--- config.mk ---
export PLATFORM = sky130hd
export DESIGN_NAME = sacs_dev_flat
export DESIGN_NICKNAME = d
export VERILOG_FILES = /design/src/hw/sacs_pkg.sv /design/src/hw/sacs_link_if.sv /design/src/hw/sacs_dev.sv /design/src/flat_wrapper.sv
export SDC_FILE = /design/constraint.sdc
export NUM_CORES = 1
export LEC_CHECK = 0
export ABC_CLOCK_PERIOD_IN_PS = 2800
export BUFFER_PORTS_ARGS = -buffer_cell sky130_fd_sc_hd__buf_2
export CAP_MARGIN = 20
export CORE_UTILIZATION = 61
export CTS_BUF_LIST = sky130_fd_sc_hd__clkbuf_8
export DETAILED_ROUTE_END_ITERATION = 6
export GPL_TIMING_DRIVEN = 0
export PLACE_DENSITY = 0.82
export SYNTH_ARGS = -nofsm -noshare
export SYNTH_HDL_FRONTEND = slang
export SYNTH_SLANG_ARGS = --single-unit
export TNS_END_PERCENT = 5
--- constraint.sdc ---
create_clock -name clk_sys_i -period 2.8 [get_ports clk_sys_i]
set_clock_uncertainty 0.2 [all_clocks]
set_input_delay 0.28 -clock clk_sys_i [delete_from_list [all_inputs] [get_ports clk_sys_i]]
set_output_delay 0.28 -clock clk_sys_i [all_outputs]
set_load 0.03 [all_outputs]
--- src/hw/sacs_pkg.sv ---
// shared constants for the serial converter sequencer and its host
package sacs_pkg;
   localparam int ADDR_W = 4;
   localparam int RES_W = 10;
   localparam int SYNC_W = 3;
   localparam int CNT_W = 5;
   localparam int CONV_W = 12;

   // edge counts within one transfer
   localparam logic [2:0] ADDR_EDGES = 3'h4;
   localparam logic [4:0] SAMPLE_FALL = 5'h04;
   localparam logic [4:0] HOLD_FALL = 5'h0a;
   localparam logic [4:0] LAST_FALL = 5'h10;
   localparam logic [4:0] MIN_CLKS = 5'h0a;
   localparam logic [4:0] MAX_CLKS = 5'h10;
   localparam logic [4:0] DATA_BITS = 5'h0a;

   // timing
   localparam int SYS_CLK_NS = 5;
   localparam int CONV_TIME_NS = 10000;
   localparam int CONV_CYC = (CONV_TIME_NS + SYS_CLK_NS - 1) / SYS_CLK_NS;
   localparam int SLOW_GAP_NS = 9500;
   localparam int SLOW_GAP_CYC = SLOW_GAP_NS / SYS_CLK_NS;
   localparam logic [4:0] HALF_CYC = 5'h10;

   // multiplexer codes and fixed test results
   localparam logic [3:0] CH_LAST_ANALOG = 4'ha;
   localparam logic [3:0] CH_HALF = 4'hb;
   localparam logic [3:0] CH_LOW = 4'hc;
   localparam logic [3:0] CH_HIGH = 4'hd;
   localparam logic [9:0] CODE_HALF = 10'h200;
   localparam logic [9:0] CODE_LOW = 10'h000;
   localparam logic [9:0] CODE_HIGH = 10'h3ff;

   // values after reset
   localparam logic [9:0] RESULT_RST = 10'h000;
   localparam logic EOC_RST = 1'b1;
   localparam logic CS_N_RST = 1'b1;
endpackage

--- src/hw/sacs_link_if.sv ---
// four-wire serial link plus end-of-conversion between host and converter
`timescale 1ns/1ps
interface sacs_link_if;
   logic cs_n;
   logic io_clk;
   logic addr;
   logic dout;
   logic dout_oe;
   logic eoc;
   // level seen on the three-state data wire; floats high when undriven
   logic dout_wire;
   assign dout_wire = dout_oe ? dout : 1'b1;

   modport dev (
      input cs_n,
      input io_clk,
      input addr,
      output dout,
      output dout_oe,
      output eoc
   );
   modport host (
      output cs_n,
      output io_clk,
      output addr,
      input dout_wire,
      input eoc
   );
endinterface

--- src/hw/sacs_dev.sv ---
// converter end: serial address/result shifter and conversion sequencer
//
// Contract
// - address in MSB first on rises 1-4
// - track from fall 4, hold at fall 10
// - ten result bits, nine on later falls
// - conversion starts only at tenth fall
// - chip select high: ignore inputs, output off
// - chip select low: enable inputs, drive output
// - host gives 10 to 16 clocks
// - eoc low at fall 10, high when done
// - output forced low at tenth fall
// - MSB timing per mode
// - host modes 1, 3, 5 toggle select
// - host modes 2, 4, 6 hold select
// - fast when transfer ends before conversion
// - select rise floats output, stops inputs
// - previous result out while address in
// - slow mode: eleventh rise within 9.5 us
// - modes 2, 4: eoc rise presents MSB
// - address codes select inputs and references
`timescale 1ns/1ps
module sacs_dev #(
   parameter int CONV_CYCLES = sacs_pkg::CONV_CYC
) (
   input wire logic clk_sys_i,
   input wire logic reset_n_i,
   sacs_link_if.dev link,
   input wire logic [9:0] ana_code_i,
   output logic [3:0] ana_sel_o,
   output logic ana_track_o,
   output logic [9:0] result_o,
   output logic busy_o
);

   typedef struct packed {
      logic [2:0] cs_s;
      logic [2:0] clk_s;
      logic [2:0] adr_s;
      logic cs_f;
      logic clk_f;
      logic adr_f;
      logic [2:0] rise_cnt;
      logic [4:0] fall_cnt;
      logic [3:0] adr_sh;
      logic [3:0] mux_sel;
      logic track;
      logic [9:0] held;
      logic busy;
      logic [11:0] conv_cnt;
      logic [9:0] result;
      logic [9:0] sh;
      logic dout;
      logic oe;
      logic eoc;
   } sacs_dev_st_t;

   sacs_dev_st_t st;
   sacs_dev_st_t next_st;

   logic cs_fall;
   logic cs_rise;
   logic clk_rise;
   logic clk_fall;
   logic [4:0] fall_inc;
   logic conv_done;

   // the value that a code selects, captured at the hold edge
   function automatic logic [9:0] sacs_pick(input logic [3:0] sel,
                                            input logic [9:0] code);
      logic [9:0] v;
      v = sacs_pkg::CODE_HALF;
      if (sel <= sacs_pkg::CH_LAST_ANALOG) begin
         v = code;
      end else if (sel == sacs_pkg::CH_HALF) begin
         v = sacs_pkg::CODE_HALF;
      end else if (sel == sacs_pkg::CH_LOW) begin
         v = sacs_pkg::CODE_LOW;
      end else if (sel == sacs_pkg::CH_HIGH) begin
         v = sacs_pkg::CODE_HIGH;
      end else begin
         v = sacs_pkg::CODE_HALF;
      end
      return v;
   endfunction

   always_comb begin
      next_st = st;
      cs_fall = 1'b0;
      cs_rise = 1'b0;
      clk_rise = 1'b0;
      clk_fall = 1'b0;
      fall_inc = st.fall_cnt;
      conv_done = 1'b0;

      // three-stage pin capture; a change counts once stages 2 and 3 agree
      next_st.cs_s = {st.cs_s[1:0], link.cs_n};
      next_st.clk_s = {st.clk_s[1:0], link.io_clk};
      next_st.adr_s = {st.adr_s[1:0], link.addr};
      if (st.cs_s[1] == st.cs_s[2]) begin
         next_st.cs_f = st.cs_s[2];
      end
      if (st.clk_s[1] == st.clk_s[2]) begin
         next_st.clk_f = st.clk_s[2];
      end
      if (st.adr_s[1] == st.adr_s[2]) begin
         next_st.adr_f = st.adr_s[2];
      end
      cs_fall = st.cs_f & ~next_st.cs_f;
      cs_rise = ~st.cs_f & next_st.cs_f;
      // clock edges only count while selected
      clk_rise = ~st.clk_f & next_st.clk_f & ~st.cs_f;
      clk_fall = st.clk_f & ~next_st.clk_f & ~st.cs_f;

      // conversion runs on the system clock, independent of the select
      if (st.busy) begin
         if (st.conv_cnt <= 12'h001) begin
            conv_done = 1'b1;
            next_st.busy = 1'b0;
            next_st.eoc = 1'b1;
            next_st.result = st.held;
         end else begin
            next_st.conv_cnt = st.conv_cnt - 12'h001;
         end
      end

      // fast continuous modes: eoc rise starts the next sequence
      if (conv_done && !st.cs_f &&
          (st.fall_cnt == sacs_pkg::HOLD_FALL ||
           st.fall_cnt == sacs_pkg::LAST_FALL)) begin
         next_st.rise_cnt = '0;
         next_st.fall_cnt = '0;
         next_st.sh = st.held;
         next_st.dout = st.held[9];
      end

      if (cs_fall) begin
         // a new select resets the counters and shows the last result
         next_st.rise_cnt = '0;
         next_st.fall_cnt = '0;
         next_st.oe = 1'b1;
         next_st.sh = next_st.result;
         next_st.dout = next_st.result[9];
      end else if (cs_rise) begin
         // the conversion in flight carries on after deselect
         next_st.oe = 1'b0;
         next_st.track = 1'b0;
      end

      if (clk_rise && st.rise_cnt < sacs_pkg::ADDR_EDGES) begin
         next_st.rise_cnt = st.rise_cnt + 3'h1;
         next_st.adr_sh = {st.adr_sh[2:0], st.adr_f};
         if (st.rise_cnt == sacs_pkg::ADDR_EDGES - 3'h1) begin
            next_st.mux_sel = {st.adr_sh[2:0], st.adr_f};
         end
      end

      if (clk_fall) begin
         if (st.fall_cnt < sacs_pkg::LAST_FALL) begin
            fall_inc = st.fall_cnt + 5'h01;
         end
         next_st.fall_cnt = fall_inc;
         if (fall_inc < sacs_pkg::HOLD_FALL) begin
            next_st.sh = {st.sh[8:0], 1'b0};
            next_st.dout = st.sh[8];
         end
         if (fall_inc == sacs_pkg::SAMPLE_FALL) begin
            next_st.track = 1'b1;
         end
         if (fall_inc == sacs_pkg::HOLD_FALL) begin
            next_st.track = 1'b0;
            next_st.held = sacs_pick(st.mux_sel, ana_code_i);
            next_st.busy = 1'b1;
            next_st.conv_cnt = CONV_CYCLES[11:0];
            next_st.eoc = 1'b0;
            next_st.dout = 1'b0;
         end
         // slow continuous mode: sixteenth fall starts the next sequence
         if (fall_inc == sacs_pkg::LAST_FALL &&
             st.fall_cnt != sacs_pkg::LAST_FALL && !next_st.busy) begin
            next_st.rise_cnt = '0;
            next_st.fall_cnt = '0;
            next_st.sh = next_st.result;
            next_st.dout = next_st.result[9];
         end
      end
   end

   always_ff @(posedge clk_sys_i) begin
      if (!reset_n_i) begin
         st <= '0;
         st.cs_s <= 3'h7;
         st.cs_f <= sacs_pkg::CS_N_RST;
         st.result <= sacs_pkg::RESULT_RST;
         st.eoc <= sacs_pkg::EOC_RST;
      end else begin
         st <= next_st;
      end
   end

   assign link.dout = st.dout;
   assign link.dout_oe = st.oe;
   assign link.eoc = st.eoc;
   assign ana_sel_o = st.mux_sel;
   assign ana_track_o = st.track;
   assign result_o = st.result;
   assign busy_o = st.busy;

endmodule // sacs_dev

--- src/flat_wrapper.sv ---
// flat-port wrapper written by rule: the top's interface ports become plain ports
module sacs_dev_flat 
#(
   parameter int CONV_CYCLES = sacs_pkg::CONV_CYC
)
  (clk_sys_i, reset_n_i, ana_code_i, ana_sel_o, ana_track_o, result_o, busy_o, link_cs_n, link_io_clk, link_addr, link_dout, link_dout_oe, link_eoc);
  sacs_link_if link_i ();
  input wire logic clk_sys_i;
  input wire logic reset_n_i;
  input wire logic [9:0] ana_code_i;
  output logic [3:0] ana_sel_o;
  output logic ana_track_o;
  output logic [9:0] result_o;
  output logic busy_o;
  input wire logic [$bits(link_i.cs_n)-1:0] link_cs_n;
  input wire logic [$bits(link_i.io_clk)-1:0] link_io_clk;
  input wire logic [$bits(link_i.addr)-1:0] link_addr;
  output wire logic [$bits(link_i.dout)-1:0] link_dout;
  output wire logic [$bits(link_i.dout_oe)-1:0] link_dout_oe;
  output wire logic [$bits(link_i.eoc)-1:0] link_eoc;
  assign link_i.cs_n = link_cs_n;
  assign link_i.io_clk = link_io_clk;
  assign link_i.addr = link_addr;
  assign link_dout = link_i.dout;
  assign link_dout_oe = link_i.dout_oe;
  assign link_eoc = link_i.eoc;
  sacs_dev #(.CONV_CYCLES(CONV_CYCLES)) u_core (.clk_sys_i(clk_sys_i), .reset_n_i(reset_n_i), .link(link_i), .ana_code_i(ana_code_i), .ana_sel_o(ana_sel_o), .ana_track_o(ana_track_o), .result_o(result_o), .busy_o(busy_o));
endmodule
==> results of run 1 <==
==> layout by cell type (no fill, tap or decap), drive strengths merged, types with 3 or more instances in the layout <==
master and n:
dfxtp 73, buf 53, nand2 41, o21ai 26, nor2 26, a21oi 24, clkbuf 22, a21boi 20
nand3 17, mux2i 14, nor2b 12, dlygate4sd3 12, inv 9, nand2b 9, a21o 9, ha 9
o22ai 8, xnor2 8, and2 7, a221oi 7, nor3b 5, nor3 5, nor4 5, clkinv 4
xor2 3, nand4 3, nand3b 3, or4 3
==> power by group <==
part           internal (mW)  switching (mW)
clock                  0.529           0.414
combinational         0.0340          0.0322
sequential              1.04         0.00362
total                   1.61           0.450
==> layout make-up <==
class	count	area (sq um)	share of cell area, %
Clock buffer	10	138	3.23
Clock inverter	6	91.3	2.14
Tap cell	72	90.1	2.11
Buffer	33	203	4.75
Multi-Input combinational cell	289	1970	46.1
Sequential cell	73	1460	34.3
Timing Repair Buffer	44	280	6.57
Inverter	9	33.8	0.792
==> worst min-delay path by stage <==
| stage | startpoint | endpoint |
|---|---|---|
| global placement | u_core.next_st[73]$_SDFF_PN1_ | u_core.next_st[74]$_SDFF_PN1_ |
| global route | reset_n_i | u_core.link.eoc$_SDFF_PN1_ |
| detailed placement | u_core.next_st[73]$_SDFF_PN1_ | u_core.next_st[74]$_SDFF_PN1_ |
| CTS | reset_n_i | u_core.link.eoc$_SDFF_PN1_ |
| floorplan | link_cs_n | u_core.next_st[73]$_SDFF_PN1_ |
| finish | reset_n_i | u_core.link.eoc$_SDFF_PN1_ |
==> per-layer routing <==
layer | GRT usage (%) | share of wire, % | vias up
met1 | 35.3 | 46 | 1470
li1 | - | - | 1528
met3 | 4.83 | 5.2 | 15
met4 | 11.3 | 1.7 | 0
met5 | 0 | 0 | -
met2 | 47.1 | 48 | 101
==> stage by stage <==
step           TNS, ps  setup WS, ps
5_1_grt          -45.7         -19.6
3_3_place_gp         0           158
4_1_cts              0          55.7
6_report             0           134
2_1_floorplan        0           546
3_5_place_dp         0          83.8
==> registers in the layout, summed over array words and instances (netlist names) <==
register,cells
u_core.next_st,6
u_core.result_o,10
u_core.link.eoc,1
u_core.st,48
u_core.ana_track_o,1
u_core.link.dout,1
u_core.ana_sel_o,4
u_core.busy_o,1
u_core.link.dout_oe,1
==> kinds of logic after synthesis <==
group                    count (synthesis)
multiplexers                            15
AND/OR/NAND/NOR                        144
buffers and inverters                   42
flip-flops                              73
AO/OA/AOI/OAI                          110
XOR/XNOR                                11
adder cells (fa/ha/maj)                  9
==> repair_timing <==
action / in CTS / in global routing
hold buffers: 12 / 0
endpoints found under the hold margin: 12 / 0
gates resized for setup: 0 / 2
setup endpoints to repair: 0 / 10
==> critical path, cell delays in order, from the launching register on <==
cell	delay, ps
dfxtp_1	340
buf_2	200
inv_1	80
ha_1	310
nand2b_1	110
o22ai_1	130
and3_1	230
nand3_1	110
clkbuf_1	310
a21oi_4	370
a21oi_1	130
==> impl_metrics.env, run 1 <==
export IMPL_antenna_found_initial=0
export IMPL_via_count=3114
export IMPL_finalCritPeriodShare_pct=95.2
export IMPL_syn_avg_cell_area_sq_um=9.03
export IMPL_wire_per_inst_microns=15.6
export IMPL_cap_violations=0
export IMPL_crit_path_max_fanout=10
export IMPL_synth_mux_area_share_pct=4.15
export IMPL_synth_adder_area_share_pct=3.09
export IMPL_cp_endpoint="u_core.st[37]$_SDFFE_PN0P_"
export IMPL_start_util_pct=64.7
export IMPL_synth_area_leaders="dfxtp_1 40%, nand2_1 4.1%, mux2i_1 3.8%"
export IMPL_ys_async_sr_fraction_pct=0
export IMPL_core_sq_um=5640
export IMPL_crit_path_start_kind="flop"
export IMPL_worstSkewPairLatency_ps=360
export IMPL_postRouteAntennaNets=0
export IMPL_nets=483
export IMPL_r2r_end="u_core.st[37]$_SDFFE_PN0P_"
export IMPL_hpwl_mm=5.47
export IMPL_grt_pass1_wl_mm=13.4
export IMPL_synth_edff_count=0
export IMPL_leakage_nw=1.74
export IMPL_final_area_sq_um=4260
export IMPL_syn_area_sq_um=3650
export IMPL_p_total_mw=2.06
export IMPL_r2r_slack_ps=130
export IMPL_final_core_util_pct=75.6
export IMPL_hold_class="in -> reg"
export IMPL_cts_max_level=3
export IMPL_power_density_nw_per_um2=482
export IMPL_synthTopCellsByCount="73 x dfxtp_1, 40 x nand2_1, 25 x nor2_1, 25 x o21ai_0, 23 x a21oi_1"
export IMPL_place_area_sq_um=3900
export IMPL_finalHoldViolCount=0
export IMPL_crit_path_start="u_core.st[55]$_SDFFE_PN0P_"
export IMPL_stdcell_count=536
export IMPL_gp_congestion=0.847
export IMPL_grt_pass1_vias=2867
export IMPL_placed_cells=508
export IMPL_row_count=27
export IMPL_wl_mm=8.35
export IMPL_nFillCells=401
export IMPL_cts_sinks=73
export IMPL_synth_yosys_seq_area_share_pct=40.0
export IMPL_synth_top_family_by_area="simple AND/OR/NAND/NOR gates"
export IMPL_dr_pass1_iters=5
export IMPL_synth_compound_area_share_pct=20.9
export IMPL_yosys_warnings=0
export IMPL_synth_top_area_share_pct=40.0
export IMPL_overflow=0
export IMPL_setup_violations=0
export IMPL_syn_nets=428
export IMPL_ir_drop_mv=0.397
export IMPL_drive_gt1_share_pct=18.8
export IMPL_cts_tree="done"
export IMPL_post_cts_buffers=0
export IMPL_io_buffer_count=32
export IMPL_worstRegToRegCells=10
export IMPL_cp_arrival_ps=2700
export IMPL_path_clk_slew_ps=80
export IMPL_grt_max_degree=14
export IMPL_finalCriticalPeriod_ps=2670
export IMPL_critical_path_required_ps=2830
export IMPL_die_h_microns=79.4
export IMPL_die_area_sq_um=6300
export IMPL_slew_headroom_pct=45.6
export IMPL_yosys_area_share_simple_pct=22.7
export IMPL_slew_viol_final=0
export IMPL_area_delta_synth_final_pct=16.8
export IMPL_clockBufferDepth=2
export IMPL_synthFlopType="dfxtp_1"
export IMPL_worst_pin_slew_ps=809
export IMPL_r2r_start="u_core.st[55]$_SDFFE_PN0P_"
export IMPL_ys_ff_latch=73
export IMPL_synth_most_common_cell="dfxtp_1"
export IMPL_cp_end_kind="flop"
export IMPL_critPathKind="reg -> reg"
export IMPL_synth_distinct_cells=62
export IMPL_die_w_microns=79.4
export IMPL_synthCells=404
export IMPL_n_antenna_cell=0
export IMPL_vias_per_cell=5.81
export IMPL_yosys_area_share_xor_xnor_pct=2.64
export IMPL_hold_worst_slack_ps=45.7
export IMPL_grt_setup_unrepaired="true"
export IMPL_status="finished clean"
export IMPL_io_pins=34
export IMPL_yosys_area_top_type="dfxtp_1"
export IMPL_grtUsageTotal_pct=28.0
export IMPL_cts_buffers=9
export IMPL_root_buffer="clkbuf_8"
export IMPL_drt_iter0_markers=169
export IMPL_post_route_drc_count=0
export IMPL_whs_path_depth=2
export IMPL_clock_fmax_ghz=0.375
Note: power is estimated with default switching activity, not from simulation.
==> inputs of run 2 (changes only) <==
GPL_TIMING_DRIVEN = unset   (was 0)
==> run 2 against run 1 <==
Net effect: via count decreased by 3.8%; critical path depth down 4; routed wire length is 2.9% lower; count of clock-buffer cells in the layout is 1 lower; hold slack gained 89 ps; largest power group unchanged; highest routed layer unchanged; sequential cell count is the same.
==> impl_metrics.env, run 2 (synthesis results as in run 1) <==
export IMPL_status="finished clean"
export IMPL_slew_headroom_pct=66.6
export IMPL_row_count=27
export IMPL_slew_viol_final=0
export IMPL_cts_tree="done"
export IMPL_layout_common_cells="73 x dfxtp_1, 40 x nand2_1, 33 x buf_2"
export IMPL_io_pins=34
export IMPL_clockBufferDepth=2
export IMPL_hold_worst_slack_ps=135
export IMPL_cts_sinks=73
export IMPL_overflow=0
export IMPL_worstSkewPairLatency_ps=350
export IMPL_comb_power_share_pct=3.1
export IMPL_die_w_microns=79.4
export IMPL_start_util_pct=64.7
export IMPL_setup_violations=0
export IMPL_crit_path_max_fanout=10
export IMPL_critical_path_required_ps=2840
export IMPL_grt_max_degree=31
export IMPL_cts_buffers=9
export IMPL_finalHoldViolCount=0
export IMPL_finalCriticalPeriod_ps=2510
export IMPL_cp_top_family="simple AND/OR/NAND/NOR gates"
export IMPL_gp_congestion=0.963
export IMPL_drt_iter0_markers=147
export IMPL_seq_power_share_pct=51.8
export IMPL_power_density_nw_per_um2=486
export IMPL_core_sq_um=5640
export IMPL_dr_pass1_iters=5
export IMPL_via_count=2996
export IMPL_hpwl_mm=5.47
export IMPL_postRouteAntennaNets=0
export IMPL_leakage_nw=1.67
export IMPL_clkPwrFrac_pct=45.1
export IMPL_place_ws_ps=357
export IMPL_final_core_util_pct=73.7
export IMPL_ff_latch_area_sq_um=1460
export IMPL_grt_pass1_vias=2896
export IMPL_placed_cells=492
export IMPL_crit_buf_inv=0
export IMPL_nFillCells=408
export IMPL_multiInputGateArea_sq_um=1950
export IMPL_worst_pin_slew_ps=501
export IMPL_swShare_pct=21.9
export IMPL_post_cts_buffers=0
export IMPL_cp_arrival_ps=2540
export IMPL_cts_max_level=3
export IMPL_die_area_sq_um=6300
export IMPL_root_buffer="clkbuf_8"
export IMPL_place_area_sq_um=3820
export IMPL_p_switching_uw=442
export IMPL_ir_drop_mv=0.404
export IMPL_vias_per_cell=5.76
export IMPL_nets=467
export IMPL_hold_class="in -> reg"
export IMPL_area_delta_synth_final_pct=14.0
export IMPL_stdcell_count=520
export IMPL_path_clk_slew_ps=80
export IMPL_wire_per_inst_microns=15.6
export IMPL_crit_slowest_cell="and4_1"
export IMPL_cp_end_kind="flop"
export IMPL_post_route_drc_count=0
export IMPL_tns_ps=0
export IMPL_n_antenna_cell=0
export IMPL_finalCritPeriodShare_pct=89.5
export IMPL_antenna_found_initial=0
export IMPL_io_buffer_count=33
export IMPL_crit_path_start_kind="flop"
export IMPL_grt_setup_unrepaired="false"
export IMPL_p_total_mw=2.02
export IMPL_max_stage_delay_ps=490
export IMPL_die_h_microns=79.4
export IMPL_grtUsageTotal_pct=27.7
export IMPL_path_cells="nor4_4, and4_1, nand2_4, mux2i_1, a21o_1, a221oi_1"
export IMPL_drive_gt1_share_pct=18.1
export IMPL_largest_reg_flops=48
export IMPL_grt_pass1_wl_mm=13.4
export IMPL_clock_fmax_ghz=0.399
export IMPL_final_common_cell="dfxtp_1"
export IMPL_top_register="u_core.st"
export IMPL_final_area_sq_um=4160
export IMPL_critPathKind="reg -> reg"
export IMPL_intPower_mw=1.58
export IMPL_worst_slack_ps=294
export IMPL_cap_violations=0
export IMPL_wl_mm=8.11
==> run 2: worst reg2reg max path: stages, from the launching register on <==
cell and delay (ps):
dfxtp_1 360, nor4_4 450, and4_1 490, nand2_4 200, mux2i_1 220, a21o_1 210
a221oi_1 260
==> run 2: power by group through the flow <==
stage / combinational, mW / clock, mW / sequential (mW)
4_1_cts: 0.0616 / 0.919 / 1.05
3_5_place_dp: 0.0485 / 0 / 1.07
6_report: 0.0623 / 0.912 / 1.05
3_3_place_gp: 0.0477 / 0 / 1.07
2_1_floorplan: 0.0311 / 0 / 1.07
5_1_grt: 0.0686 / 0.966 / 1.05
==> run 2: final cells by class <==
| cell class | count | area share [%] |
|---|---|---|
| clock buffers | 9 | 2.98 |
| clock inverters | 7 | 2.26 |
| inverters | 9 | 0.812 |
| multi-input cells | 289 | 46.9 |
| flip-flops and latches | 73 | 35.1 |
| well taps | 72 | 2.17 |
| repair buffers | 61 | 9.74 |
==> run 2: metal layers <==
layer	vias to the layer above	GRT usage, %	part of all wire, %
li1	1496	-	-
met1	1411	35.0	47
met2	79	47.9	48
met3	10	4.83	3.8
met4	0	8.36	1.0
met5	-	0	0
==> run 2: final timing paths <==
check                                              startpoint                            end  slack, ps  depth (start not counted)
worst max-delay path                 u_core.st[31]$_SDFF_PN0_       u_core.st[10]$_SDFF_PN0_        290                          6
worst min-delay path                            ana_code_i[9]     u_core.st[45]$_SDFFE_PN0P_        130                          3
worst max register to register       u_core.st[31]$_SDFF_PN0_       u_core.st[10]$_SDFF_PN0_        290                          6
worst min register to register  u_core.next_st[73]$_SDFF_PN1_  u_core.next_st[74]$_SDFF_PN1_        220                          1
==> run 2: repair_timing <==
| action | CTS | global route |
|---|---|---|
| hold buffers | 12 | 0 |
| hold endpoints to repair | 12 | 0 |
| resized for setup | 0 | 0 |
==> inputs of run 3 (changes only) <==
ABC_CLOCK_PERIOD_IN_PS = unset   (was 2800)
CORE_UTILIZATION = 65   (was 61)
PLACE_DENSITY = 0.86   (was 0.82)
clock period = 3.2 ns   (was 2.8 ns; I/O delays follow)
==> run 3 against run 2 <==
Net effect: via count increased by 0.43%; global-route usage rose by 0.47 points; count of clock-buffer cells in the layout unchanged; sequential cell count unchanged; maximum frequency is 12% lower; critical endpoint is now u_core.st[41]$_SDFFE_PN0P_; non-clock buffer count down 20; final area shrank 3.9%; critical path depth did not move; hold slack got worse by 120 ps; utilization up 2.1 points; register-to-register slack improved by 60 ps.
==> impl_metrics.env, run 3 (synthesis results as in run 1) <==
export IMPL_finalCriticalPeriod_ps=2850
export IMPL_finalCritPeriodShare_pct=88.9
export IMPL_n_antenna_cell=0
export IMPL_slew_headroom_pct=42.5
export IMPL_hpwl_mm=5.19
export IMPL_place_ws_ps=425
export IMPL_postRouteAntennaNets=0
export IMPL_hold_worst_slack_ps=9.67
export IMPL_die_area_sq_um=5920
export IMPL_crit_path_max_fanout=12
export IMPL_via_count=3009
export IMPL_antenna_found_initial=0
export IMPL_cts_max_level=3
export IMPL_post_cts_resized=0
export IMPL_r2r_slack_ps=350
export IMPL_worstRegToRegCells=6
export IMPL_status="finished clean"
export IMPL_grt_pass1_wl_mm=13.2
export IMPL_nFillCells=381
export IMPL_tns_ps=0
export IMPL_io_buffer_count=33
export IMPL_gp_congestion=0.837
export IMPL_vias_per_cell=6.04
export IMPL_finalHoldViolCount=0
export IMPL_p_total_mw=1.78
export IMPL_post_cts_buffers=0
export IMPL_drt_iter0_markers=186
export IMPL_start_util_pct=69.3
export IMPL_critical_path_required_ps=3210
export IMPL_power_density_nw_per_um2=445
export IMPL_grt_max_degree=45
export IMPL_whs_path_depth=3
export IMPL_area_delta_synth_final_pct=9.50
export IMPL_core_sq_um=5270
export IMPL_wire_per_inst_microns=15.6
export IMPL_setup_violations=0
export IMPL_cp_end_kind="flop"
export IMPL_crit_path_start_kind="flop"
export IMPL_ir_drop_mv=0.345
export IMPL_cts_tree="done"
export IMPL_worst_slack_ps=354
export IMPL_grt_pass1_vias=2889
export IMPL_final_common_cell="dfxtp_1"
export IMPL_largest_reg_flops=48
export IMPL_top_register="u_core.st"
export IMPL_final_core_util_pct=75.8
export IMPL_overflow=0
export IMPL_row_count=26
export IMPL_io_pins=34
export IMPL_grt_setup_unrepaired="false"
export IMPL_layout_common_cells="73 x dfxtp_1, 40 x nand2_1, 33 x buf_2"
export IMPL_worstSkewPairLatency_ps=350
export IMPL_cp_arrival_ps=2860
export IMPL_cts_sinks=73
export IMPL_highest_layer="met4"
export IMPL_route_met3_wl_microns=442
export IMPL_clock_fmax_ghz=0.351
export IMPL_dr_pass1_iters=4
export IMPL_dr_wl_met2_mm=3.74
export IMPL_root_buffer="clkbuf_8"
export IMPL_leakage_nw=1.58
export IMPL_worst_pin_slew_ps=855
export IMPL_wl_met1_mm=3.48
export IMPL_slew_viol_final=0
export IMPL_cts_buffers=9
export IMPL_path_clk_slew_ps=80
export IMPL_grtUsageTotal_pct=28.2
export IMPL_post_route_drc_count=0
export IMPL_nets=447
export IMPL_die_h_microns=76.9
export IMPL_hold_buffers=5
export IMPL_wl_mm=7.79
export IMPL_clockBufferDepth=2
export IMPL_cap_violations=0
export IMPL_hold_class="in -> reg"
export IMPL_critPathKind="reg -> reg"
export IMPL_die_w_microns=76.9
export IMPL_drive_gt1_share_pct=16.1
==> run 3: changes by cell type in the layout (fill, tap and decap cells not counted), sizes merged <==
cell,delta
dlygate4sd3,-7
buf,-13
clkinv,+1
clkinvlp,-1
==> run 3: critical path, stage by stage (launching register included) <==
cell	delay, ps
dfxtp_1	650
nand4b_1	170
xnor2_1	380
and3_1	250
nand3_1	370
a21oi_2	550
a21oi_1	150
==> run 3: routing by layer <==
layer	GRT usage [%]	up-vias
met4	12.3	0
li1	-	1465
met3	6.55	14
met5	0	-
met1	34.8	1434
met2	46.8	96
==> run 3: power by group <==
part           switching (mW)  internal, mW  total, mW
Combinational          0.0230        0.0235     0.0465
Clock                   0.369         0.446      0.815
Sequential            0.00326         0.913      0.916
Total                   0.395          1.38       1.78
==> run 3: final cells by class <==
cell class	count	area, sq um	share of cell area, %
Clock inverter	7	100	2.50
Clock buffer	9	124	3.10
Timing Repair Buffer	41	238	5.95
Sequential cell	73	1460	36.6
Inverter	9	33.8	0.845
Tap cell	70	87.6	2.19
Multi-Input combinational cell	289	1950	48.8
==> run 3: path summary, 6_finish.rpt <==
path | to | from
max | u_core.st[41]$_SDFFE_PN0P_ | u_core.st[57]$_SDFFE_PN0P_
min | u_core.st[38]$_SDFFE_PN0P_ | ana_code_i[2]
max reg2reg | u_core.st[41]$_SDFFE_PN0P_ | u_core.st[57]$_SDFFE_PN0P_
min reg2reg | u_core.next_st[74]$_SDFF_PN1_ | u_core.next_st[73]$_SDFF_PN1_
==> run 3: per-stage QoR <==
stage / std cells / cell area (sq um)
floorplan: 404 / 3650
global placement: 477 / 3720
detailed placement: 477 / 3720
CTS: 498 / 4000
global route: 498 / 4000
finish: 498 / 4000
